==> config.mk <==
export PLATFORM = sky130hd
export DESIGN_NAME = srp_ctrl
export DESIGN_NICKNAME = d
export VERILOG_FILES = /design/src/hw/srp_ctrl.v
export VERILOG_INCLUDE_DIRS = /design/src /design/src/hw
export SDC_FILE = /design/constraint.sdc
export NUM_CORES = 1
export LEC_CHECK = 0
export BUFFER_PORTS_ARGS = -buffer_cell sky130_fd_sc_hd__buf_2
export CORE_MARGIN = 2
export CORE_UTILIZATION = 25
export DETAILED_ROUTE_END_ITERATION = 8
export HOLD_SLACK_MARGIN = 0.15
export PLACE_DENSITY_LB_ADDON = 0.12
export SYNTH_ARGS = -nofsm -noshare
export SYNTH_HDL_FRONTEND = slang
export SYNTH_SLANG_ARGS = --single-unit
export TNS_END_PERCENT = 10
==> constraint.sdc <==
create_clock -name clk_i -period 25.5 [get_ports clk_i]
set_input_delay 3.825 -clock clk_i [delete_from_list [all_inputs] [get_ports clk_i]]
set_output_delay 3.825 -clock clk_i [all_outputs]
set_load 0.02 [all_outputs]
==> src/hw/srp_regs.vh <==
// register offsets, field positions, reset values and timing figures of the
// reference-pulse release, burst and delay logic; definitions only
`ifndef SRP_REGS_VH
`define SRP_REGS_VH

// register addresses
`define SRP_ADDR_RELEASE 8'h19
`define SRP_ADDR_COUNT 8'h1A
`define SRP_ADDR_DELAY 8'h1B
`define SRP_ADDR_MODE 8'h1C
`define SRP_ADDR_TRIGGER 8'h70

// field positions
`define SRP_REL_COMBINE 6
`define SRP_REL_UPPER_HI 5
`define SRP_REL_UPPER_LO 3
`define SRP_REL_LOWER_HI 2
`define SRP_REL_LOWER_LO 0
`define SRP_MODE_SOURCE 1
`define SRP_MODE_CONT 0
`define SRP_TRIG_BIT 7

// reset values
`define SRP_RST_RELEASE 7'h01
`define SRP_RST_COUNT 8'h02
`define SRP_RST_DELAY 8'h00
`define SRP_RST_SOURCE 1'b0
`define SRP_RST_CONT 1'b0

// delay step and full-scale figures in picoseconds
`define SRP_DELAY_STEP_PS 17'd339
`define SRP_DELAY_MAX_PS 17'd86466
// the full scale is spread over this many intervals between code 0 and all ones
`define SRP_DELAY_INTERVALS 25'd255

`endif

==> src/hw/srp_ctrl.v <==
// reference-pulse release divider, counted burst generator and global
// reference delay, with the control registers behind a parallel register port
// assumes: the register port and all inputs are synchronous to clk_i, which is
// the device clock; chan_coinc_i marks edges where all channel dividers align
`timescale 1ns/100ps
`default_nettype none
`include "srp_regs.vh"

// Notes on behaviour
// - combine bit 0: release ratio comes from the lower stage field alone.
// - combine bit 1: release ratio is upper-stage ratio times lower-stage ratio.
// - upper codes give 2,4,6,8,4,8,12,16; lower codes give 2 through 9.
// - pulses leave only where release divider and channel dividers coincide.
// - exactly the programmed eight-bit count of pulses, on every enabled output.
// - counted burst follows each count write, only with internal pulse source and mode 0.
// - the global delay applies equally to all outputs set as pulse outputs.
// - delay is code times 86466/255 ps, 256 steps, 0 ps to 86.466 ns.
// - with internal source, mode select 0 gives counted bursts; mode select 1 gives continuous pulses.
// - trigger bit starts burst and realigns outputs, only with source and mode 0.
module srp_ctrl #(
  parameter NUM_OUT = 4
) (
  // clock and reset
  input wire clk_i,
  input wire rst_i,
  // register port
  input wire [7:0] reg_addr_i,
  input wire [7:0] reg_wdata_i,
  input wire reg_wr_i,
  input wire reg_rd_i,
  output reg [7:0] reg_rdata_o,
  // device clock path
  input wire chan_coinc_i,
  input wire ext_pulse_i,
  // per-output configuration
  input wire [NUM_OUT-1:0] out_enable_i,
  input wire [NUM_OUT-1:0] out_is_pulse_i,
  // pulse and delay outputs
  output reg [NUM_OUT-1:0] reference_pulse_output_o,
  output reg [8*NUM_OUT-1:0] ref_delay_code_o,
  output reg [16:0] ref_delay_ps_o,
  output reg [7:0] release_ratio_o,
  output reg realign_o,
  output reg burst_busy_o
);

  //----------------------------------------------------------------
  // registers and state
  //----------------------------------------------------------------
  reg [6:0] release_divider_setting_r;
  reg [7:0] pulse_burst_count_r;
  reg [7:0] global_reference_delay_r;
  reg pulse_source_select_r;
  reg pulse_mode_select_r;
  reg [7:0] rel_cnt_r;
  reg [7:0] remain_r;
  reg ext_prev_r;
  reg ext_pend_r;
  reg [7:0] ratio_nxt;
  reg [7:0] upper_ratio;
  reg [7:0] lower_ratio;
  reg [15:0] prod;
  wire wr_count;
  wire wr_trig;
  wire start_burst;
  wire release_edge;
  wire fire;
  wire [24:0] delay_scaled;
  integer i;

  //----------------------------------------------------------------
  // release ratio decode
  //----------------------------------------------------------------
  // upper stage is not monotonic in its code, hence the table
  always @* begin
    case (release_divider_setting_r[`SRP_REL_UPPER_HI:`SRP_REL_UPPER_LO])
      3'h0: upper_ratio = 8'h02;
      3'h1: upper_ratio = 8'h04;
      3'h2: upper_ratio = 8'h06;
      3'h3: upper_ratio = 8'h08;
      3'h4: upper_ratio = 8'h04;
      3'h5: upper_ratio = 8'h08;
      3'h6: upper_ratio = 8'h0C;
      default: upper_ratio = 8'h10;
    endcase
    lower_ratio = {5'h00, release_divider_setting_r[`SRP_REL_LOWER_HI:`SRP_REL_LOWER_LO]}
      + 8'h02;
    prod = upper_ratio * lower_ratio; // at most 144, fits 8 bits
    if (release_divider_setting_r[`SRP_REL_COMBINE])
      ratio_nxt = prod[7:0];
    else
      ratio_nxt = lower_ratio;
  end

  //----------------------------------------------------------------
  // decode of write strobes
  //----------------------------------------------------------------
  assign wr_count = reg_wr_i && (reg_addr_i == `SRP_ADDR_COUNT);
  assign wr_trig = reg_wr_i && (reg_addr_i == `SRP_ADDR_TRIGGER) &&
    reg_wdata_i[`SRP_TRIG_BIT];
  // counted burst needs internal source and counted mode
  assign start_burst = (wr_count || wr_trig) && !pulse_source_select_r &&
    !pulse_mode_select_r;
  // release only where the divider wraps together with the channel dividers
  assign release_edge = (rel_cnt_r == 8'h00) && chan_coinc_i;
  // one pulse per release edge, by the active source and mode
  assign fire = release_edge && (pulse_source_select_r ? ext_pend_r :
    (pulse_mode_select_r ? 1'b1 : (remain_r != 8'h00)));

  // full scale spread over 255 intervals makes the step a shade above 339 ps;
  // a plain code times 339 would end 21 ps short of the top of the range
  assign delay_scaled = ({17'h00000, global_reference_delay_r} *
    {8'h00, `SRP_DELAY_MAX_PS}) / `SRP_DELAY_INTERVALS;

  //----------------------------------------------------------------
  // control registers
  //----------------------------------------------------------------
  always @(posedge clk_i) begin
    if (rst_i) begin
      release_divider_setting_r <= `SRP_RST_RELEASE;
      pulse_burst_count_r <= `SRP_RST_COUNT;
      global_reference_delay_r <= `SRP_RST_DELAY;
      pulse_source_select_r <= `SRP_RST_SOURCE;
      pulse_mode_select_r <= `SRP_RST_CONT;
    end else if (reg_wr_i) begin
      case (reg_addr_i)
        `SRP_ADDR_RELEASE: release_divider_setting_r <= reg_wdata_i[6:0];
        `SRP_ADDR_COUNT: pulse_burst_count_r <= reg_wdata_i;
        `SRP_ADDR_DELAY: global_reference_delay_r <= reg_wdata_i;
        `SRP_ADDR_MODE: begin
          pulse_source_select_r <= reg_wdata_i[`SRP_MODE_SOURCE];
          pulse_mode_select_r <= reg_wdata_i[`SRP_MODE_CONT];
        end
        default: ;
      endcase
    end
  end

  //----------------------------------------------------------------
  // read port
  //----------------------------------------------------------------
  // trigger register is write only and reads zero, as do unmapped addresses
  always @(posedge clk_i) begin
    if (rst_i) begin
      reg_rdata_o <= 8'h00;
    end else if (reg_rd_i) begin
      case (reg_addr_i)
        `SRP_ADDR_RELEASE: reg_rdata_o <= {1'b0, release_divider_setting_r};
        `SRP_ADDR_COUNT: reg_rdata_o <= pulse_burst_count_r;
        `SRP_ADDR_DELAY: reg_rdata_o <= global_reference_delay_r;
        `SRP_ADDR_MODE: reg_rdata_o <= {6'h00, pulse_source_select_r, pulse_mode_select_r};
        default: reg_rdata_o <= 8'h00;
      endcase
    end
  end

  //----------------------------------------------------------------
  // release divider, burst counter and external request
  //----------------------------------------------------------------
  // the trigger, with internal source and mode 0 only, restarts the divider phase so outputs line up with the clocks
  always @(posedge clk_i) begin
    if (rst_i) begin
      rel_cnt_r <= 8'h00;
      remain_r <= 8'h00;
      ext_prev_r <= 1'b0;
      ext_pend_r <= 1'b0;
      realign_o <= 1'b0;
    end else begin
      realign_o <= wr_trig && !pulse_source_select_r && !pulse_mode_select_r;
      if (wr_trig && !pulse_source_select_r && !pulse_mode_select_r)
        rel_cnt_r <= 8'h00;
      else if (rel_cnt_r == 8'h00)
        rel_cnt_r <= chan_coinc_i ? ratio_nxt - 8'h01 : 8'h00;
      else
        rel_cnt_r <= rel_cnt_r - 8'h01;
      // a new start reloads the full count; a pulse on the same edge is dropped.
      // a count write starts with the value being written, so the burst length
      // always matches what software has just programmed
      if (wr_count && start_burst)
        remain_r <= reg_wdata_i;
      else if (start_burst)
        remain_r <= pulse_burst_count_r;
      else if (fire && !pulse_source_select_r && !pulse_mode_select_r)
        remain_r <= remain_r - 8'h01;
      ext_prev_r <= ext_pulse_i;
      // set wins over the clear made by a release in the same cycle
      if (ext_pulse_i && !ext_prev_r)
        ext_pend_r <= 1'b1;
      else if (release_edge)
        ext_pend_r <= 1'b0;
    end
  end

  //----------------------------------------------------------------
  // outputs
  //----------------------------------------------------------------
  // delay lines are analog; this block hands them the code and its value in ps
  always @(posedge clk_i) begin
    if (rst_i) begin
      reference_pulse_output_o <= {NUM_OUT{1'b0}};
      ref_delay_code_o <= {8*NUM_OUT{1'b0}};
      ref_delay_ps_o <= 17'h00000;
      release_ratio_o <= 8'h00;
      burst_busy_o <= 1'b0;
    end else begin
      reference_pulse_output_o <= (fire && !start_burst) ?
        out_enable_i : {NUM_OUT{1'b0}};
      for (i = 0; i < NUM_OUT; i = i + 1) begin
        ref_delay_code_o[8*i +: 8] <= out_is_pulse_i[i] ?
          global_reference_delay_r : 8'h00;
      end
      ref_delay_ps_o <= delay_scaled[16:0];
      release_ratio_o <= ratio_nxt;
      burst_busy_o <= (remain_r != 8'h00) && !pulse_source_select_r &&
        !pulse_mode_select_r;
    end
  end

endmodule // srp_ctrl
`default_nettype wire

# Word-level counts from Yosys, hierarchy flattened
# Index checks and enable logic that the tools add are counted.
[word_totals]
ff_bits = 114
latchBits = 0
ram_bits = 0
rom_bits = 0
in_bits = 30
output_inout_bits = 71
elab_cells = 92
n_memories = 0
[op_classes]
addsub = 4
mul = 2
div = 1
n_lt_le_gt_ge = 0
n_eq_ne = 11
shift = 0
mux = 12
n_bitwise = 5
n_reduce_logical = 38
[op_table]
columns = ["operator", "n"]
rows = [
  ["2-to-1 mux 8 bit", 6],
  ["== test 8 x 5 -> 1 bit, second input constant", 4],
  ["one-hot mux 8 bit (4 select lines)", 1],
  ["divider 25 x 8 -> 25 bit, second input constant", 1],
  ["one-hot mux 5 bit (5 select lines)", 1],
  ["multiplier 8 x 16 -> 24 bit, second input constant", 1],
  ["subtractor 8 x 1 -> 8 bit, second input constant", 3],
  ["logical AND 1 bit", 16],
  ["OR reduction 2 bit", 8],
  ["== test 3 bit, second input constant", 3],
  ["== test 8 x 7 -> 1 bit, second input constant", 1],
  ["logical NOT 8 bit", 1],
  ["multiplier 8 x 4 -> 8 bit", 1],
  ["AND reduction 2 bit", 4],
  ["nonzero test 8 bit", 1],
  ["== test 3 x 2 -> 1 bit, second input constant", 2],
  ["inverter 1 bit", 5],
  ["adder 3 x 2 -> 4 bit, second input constant", 1],
  ["logical NOT 1 bit", 4],
  ["2-to-1 mux 1 bit", 4],
  ["== test 3 x 1 -> 1 bit, second input constant", 1],
  ["logical NOT 3 bit", 1],
  ["nonzero test 3 bit", 1],
  ["nonzero test 2 bit", 1],
  ["logical OR 1 bit", 1],
]

# Depth between registers and ports, before layout
[depth]
depth_word = 10
mapped_depth = 78
mapped_depth_nobuf = 63

# Worst setup path after synthesis
# No wires, ideal clock.
[synth_timing]
kind = "register to register"
startpoint = "register global_reference_delay_r[2]"
endpoint = "register ref_delay_ps_o[0]"
setup_ns = 0.071
arrival_time_ns = 17.828
t_required_ns = 25.429
setup_slack_ns = 7.601
path_stages_with_launch = 66
period_less_slack_ns = 17.899
cell_sequence = "dfxtp_1 -> clkbuf_1 -> clkbuf_1 -> clkinv_1 -> ha_1 -> inv_1 -> fa_1 -> fa_1 -> inv_1 -> fa_1 -> a211oi_2 -> o211ai_1 -> a211o_1 -> xor2_2 -> nand4_2 -> nor4_2 -> xor2_1 -> o41ai_2 -> [30 not listed] -> a31oi_2 -> nand2_1 -> or3_4 -> and3_4 -> o32a_1 -> a2111oi_2 -> mux2i_1 -> o2111a_1 -> nor4_1 -> a22oi_1 -> a211oi_1 -> or4_4 -> a221oi_1 -> a221o_1 -> nand3_1 -> a221o_1 -> mux2_1 -> a21oi_1"
[synth_via]
elab_chain_cells = 2
[synth_rtl]
columns = ["element", "line_no", "source"]
rows = [
  ["start: declaration", "srp_ctrl.v:52", "reg [7:0] global_reference_delay_r;"],
  ["start signal: assignment", "srp_ctrl.v:122", "global_reference_delay_r <= `SRP_RST_DELAY;"],
  ["start signal: assignment", "srp_ctrl.v:129", "`SRP_ADDR_DELAY: global_reference_delay_r <= reg_wdata_i;"],
  ["multiplier 8 x 16 -> 24 bit", "srp_ctrl.v:112", "assign delay_scaled = ({17'h00000, global_reference_delay_r} *"],
  ["divider 25 x 8 -> 25 bit (no line)", "--", ""],
  ["end signal: assignment", "srp_ctrl.v:212", "ref_delay_ps_o <= delay_scaled[16:0];"],
  ["end: declaration", "srp_ctrl.v:41", "output reg [16:0] ref_delay_ps_o,"],
]
# No other way between the ends.
# A chain may end at the register's enable or synchronous reset.

# Worst setup path after layout
[layout_timing]
startpoint = "register global_reference_delay_r[6]"
endpoint = "register ref_delay_ps_o[0]"
# The elaborated chain is that of the path after synthesis.

==> run metrics <==
run status finished clean; slowest CP cell nor4_2; Post-synth top flop dfxtp_1; Max-cap violations 0; initial antenna violation count 1; PnR worst setup slack 2.090 ns; Yosys cell types 137; Hold/Removal Path Class flop to flop; design area 0.01831 mm2; H-tree levels 4; Synthesized Nets 2285; ys async rst share 0%; share of cells above drive strength 1 14.71%; dpl cells 3039; Overall Global Routing Usage 19.04%; Detailed Place HPWL 51280 um; drt drc 0; Sink Count 114; worst skew pair latency 0.49 ns; syn_area_per_cell 7.619 um2; Post-synth EDFFs 0; Bufs on Longest Clock Path 2; die height 260.3 um; Layout Utilization 28.30%; max-slew violations 0; ANT nets after route 0; Worst setup EP type flop; DIE AREA 0.06777 mm2; Ys Warns 0; critical path fanouts, max 17; DR vias 17259; Final Non-Filler Cells 3071; post-synthesis sequential area ratio 13.89%; largest net degree at the start of global routing 42; Ports 101; synthesis-to-layout area growth 11.47%; Slew @ Worst Pin 1.107 ns; Final Hold Viols 0; Setup CP Type flop to flop; root buffer cell clkbuf_16; drt initial violations 1519; GRT overflow 0; pre-CTS setup slack 2.173 ns; Pleak 7.146 nW; # fillers 7171; Syn Std Cell Area 0.01643 mm2; Rel. slew slack 26.17%; Synth Instances 2156; Routed WL 65320 um; WP data arrival 23.80 ns; CTS tree built; DP Area 0.01767 mm2; global-route wire length before repair 100600 um; Total Power 588.2 uW; setup TNS 0 ns; Initial DRT Pass Iterations 6; critical path startpoint category flop; minimum clock period 23.41 ns; vias in the first global route 16672; f_max 0.04272 GHz; max incr delay on CP 0.90 ns; unrepaired setup endpoints after global routing no; CTS Hold Bufs 0; wire length per cell 21.27 um; power per cell area 32.12 mW/mm2; Die W 260.3 um; n_diodes 0; register bit count reported by yosys 114; fin nets 2332; Clock transition at path regs 0.06 ns; cts bufs inserted 17; Core Region 0.06470 mm2; Vias per Instance 5.620; initial core utilization 25.39%; # setup viols final 0; Std-Cell Rows 93; peak supply drop 0.04212 mV; Routability Congestion 0.8850; hold_ws 0.5041 ns; skew final 0.02825 ns; port bufs 100; critical path data required time 25.89 ns; period utilisation layout 91.80%
-- path summary, 6_finish.rpt --
kind | slack (ns) | cells past startpoint | endpoint | from
max | 2.09 | 59 | ref_delay_ps_o[0] | global_reference_delay_r[6]
min | 0.50 | 2 | reg_rdata_o[2] | reg_rdata_o[2]
max reg2reg | 2.09 | 59 | ref_delay_ps_o[0] | global_reference_delay_r[6]
min reg2reg | 0.50 | 2 | reg_rdata_o[2] | reg_rdata_o[2]
-- synth_stat cells, drive strengths merged (33+ instances only) --
master	count	area (um2)
nand2	187	709.4
nand3	84	420.4
xnor2	105	1002
o211ai	44	411.7
dfxtp	114	2282
inv	74	277.8
clkbuf	43	161.4
nand4	33	240.2
a21oi	125	651.9
nor3	89	480.5
a211oi	47	415.4
xor2	40	365.4
ha	79	988.5
and3	38	242.7
o21ai	83	441.7
nor4	40	357.8
nor2	233	884.6
buf	49	316.6
mux2i	50	500.5
and2	69	431.7
-- metal layers --
metal  routed length [um]  up-vias  GRT usage (%)
li1                     -     8261              -
met1                29700     8360          25.20
met2                31140      558          32.55
met3                 3287       80          2.457
met4                 1197        0          4.810
met5                    0        -              0
-- power breakdown --
group | internal, mW | switching, mW
Sequential | 0.187 | 0.00632
Combinational | 0.0501 | 0.0768
Clock | 0.160 | 0.108
Total | 0.397 | 0.191
-- placed cells by master (no fill, tap or decap), types with 19 or more instances in the layout --
cell type	count
o211ai_1	33
nor4_1	27
nand2_1	184
xor2_1	38
mux2i_1	50
xnor2_1	97
o21ai_0	56
nor2b_1	19
and3_1	37
dfxtp_1	114
a211oi_1	36
nor3_1	82
a22oi_1	22
nor2_1	229
o21ai_1	22
inv_1	74
buf_4	21
a21oi_1	118
ha_1	79
and2_1	68
buf_2	99
nand4_1	29
nand3_1	84
fa_1	20
a31oi_1	28
or3_1	19
-- registers in the layout (all words and copies together) (netlist names) --
name / flops
ref_delay_code_o: 32
rel_cnt_r: 8
pulse_burst_count_r: 8
remain_r: 8
release_divider_setting_r: 7
release_ratio_o: 8
ext_prev_r: 1
ref_delay_ps_o: 17
pulse_source_select_r: 1
reg_rdata_o: 8
pulse_mode_select_r: 1
reference_pulse_output_o: 4
ext_pend_r: 1
burst_busy_o: 1
realign_o: 1
global_reference_delay_r: 8
-- timing repair --
item,CTS,global route
resized for setup,0,1
endpoints found under the hold margin,0,0
buffers inserted,0,0
endpoints found under the setup margin,0,1
-- kinds of logic (layout without fill, tap and decap cells) --
logic type,Yosys count,after routing,synth area share [%]
adders and majority gates,100,100,8.515
DFF,114,114,13.89
xor gates and xnor gates,145,145,8.325
muxes,65,65,4.121
and+or+nand+nor,933,933,30.38
buffers and inverters,169,229,4.669
AOI/OAI and AO/OA,630,630,30.10
-- worst max-delay path: cells and delay by family, from the launching register on --
kind	cells	cell delay (ns)
AO/OA/AOI/OAI	32	11.77
AND/OR/NAND/NOR	15	6.06
adder cells (fa/ha/maj)	5	2.25
multiplexers	5	1.51
XOR/XNOR	2	0.94
flip-flops	1	0.79
-- layout make-up --
| class | count | area (um2) | area share [%] |
|---|---|---|---|
| tap | 855 | 1070 | 5.842 |
| sequential | 114 | 2282 | 12.46 |
| multi-input combinational | 1873 | 13390 | 73.13 |
| inverter | 77 | 289.0 | 1.578 |
| clock buffer | 19 | 452.9 | 2.474 |
| timing repair buffer | 120 | 653.1 | 3.567 |
| clock inverter | 13 | 173.9 | 0.9498 |
Power figures use the tool's default switching activity.
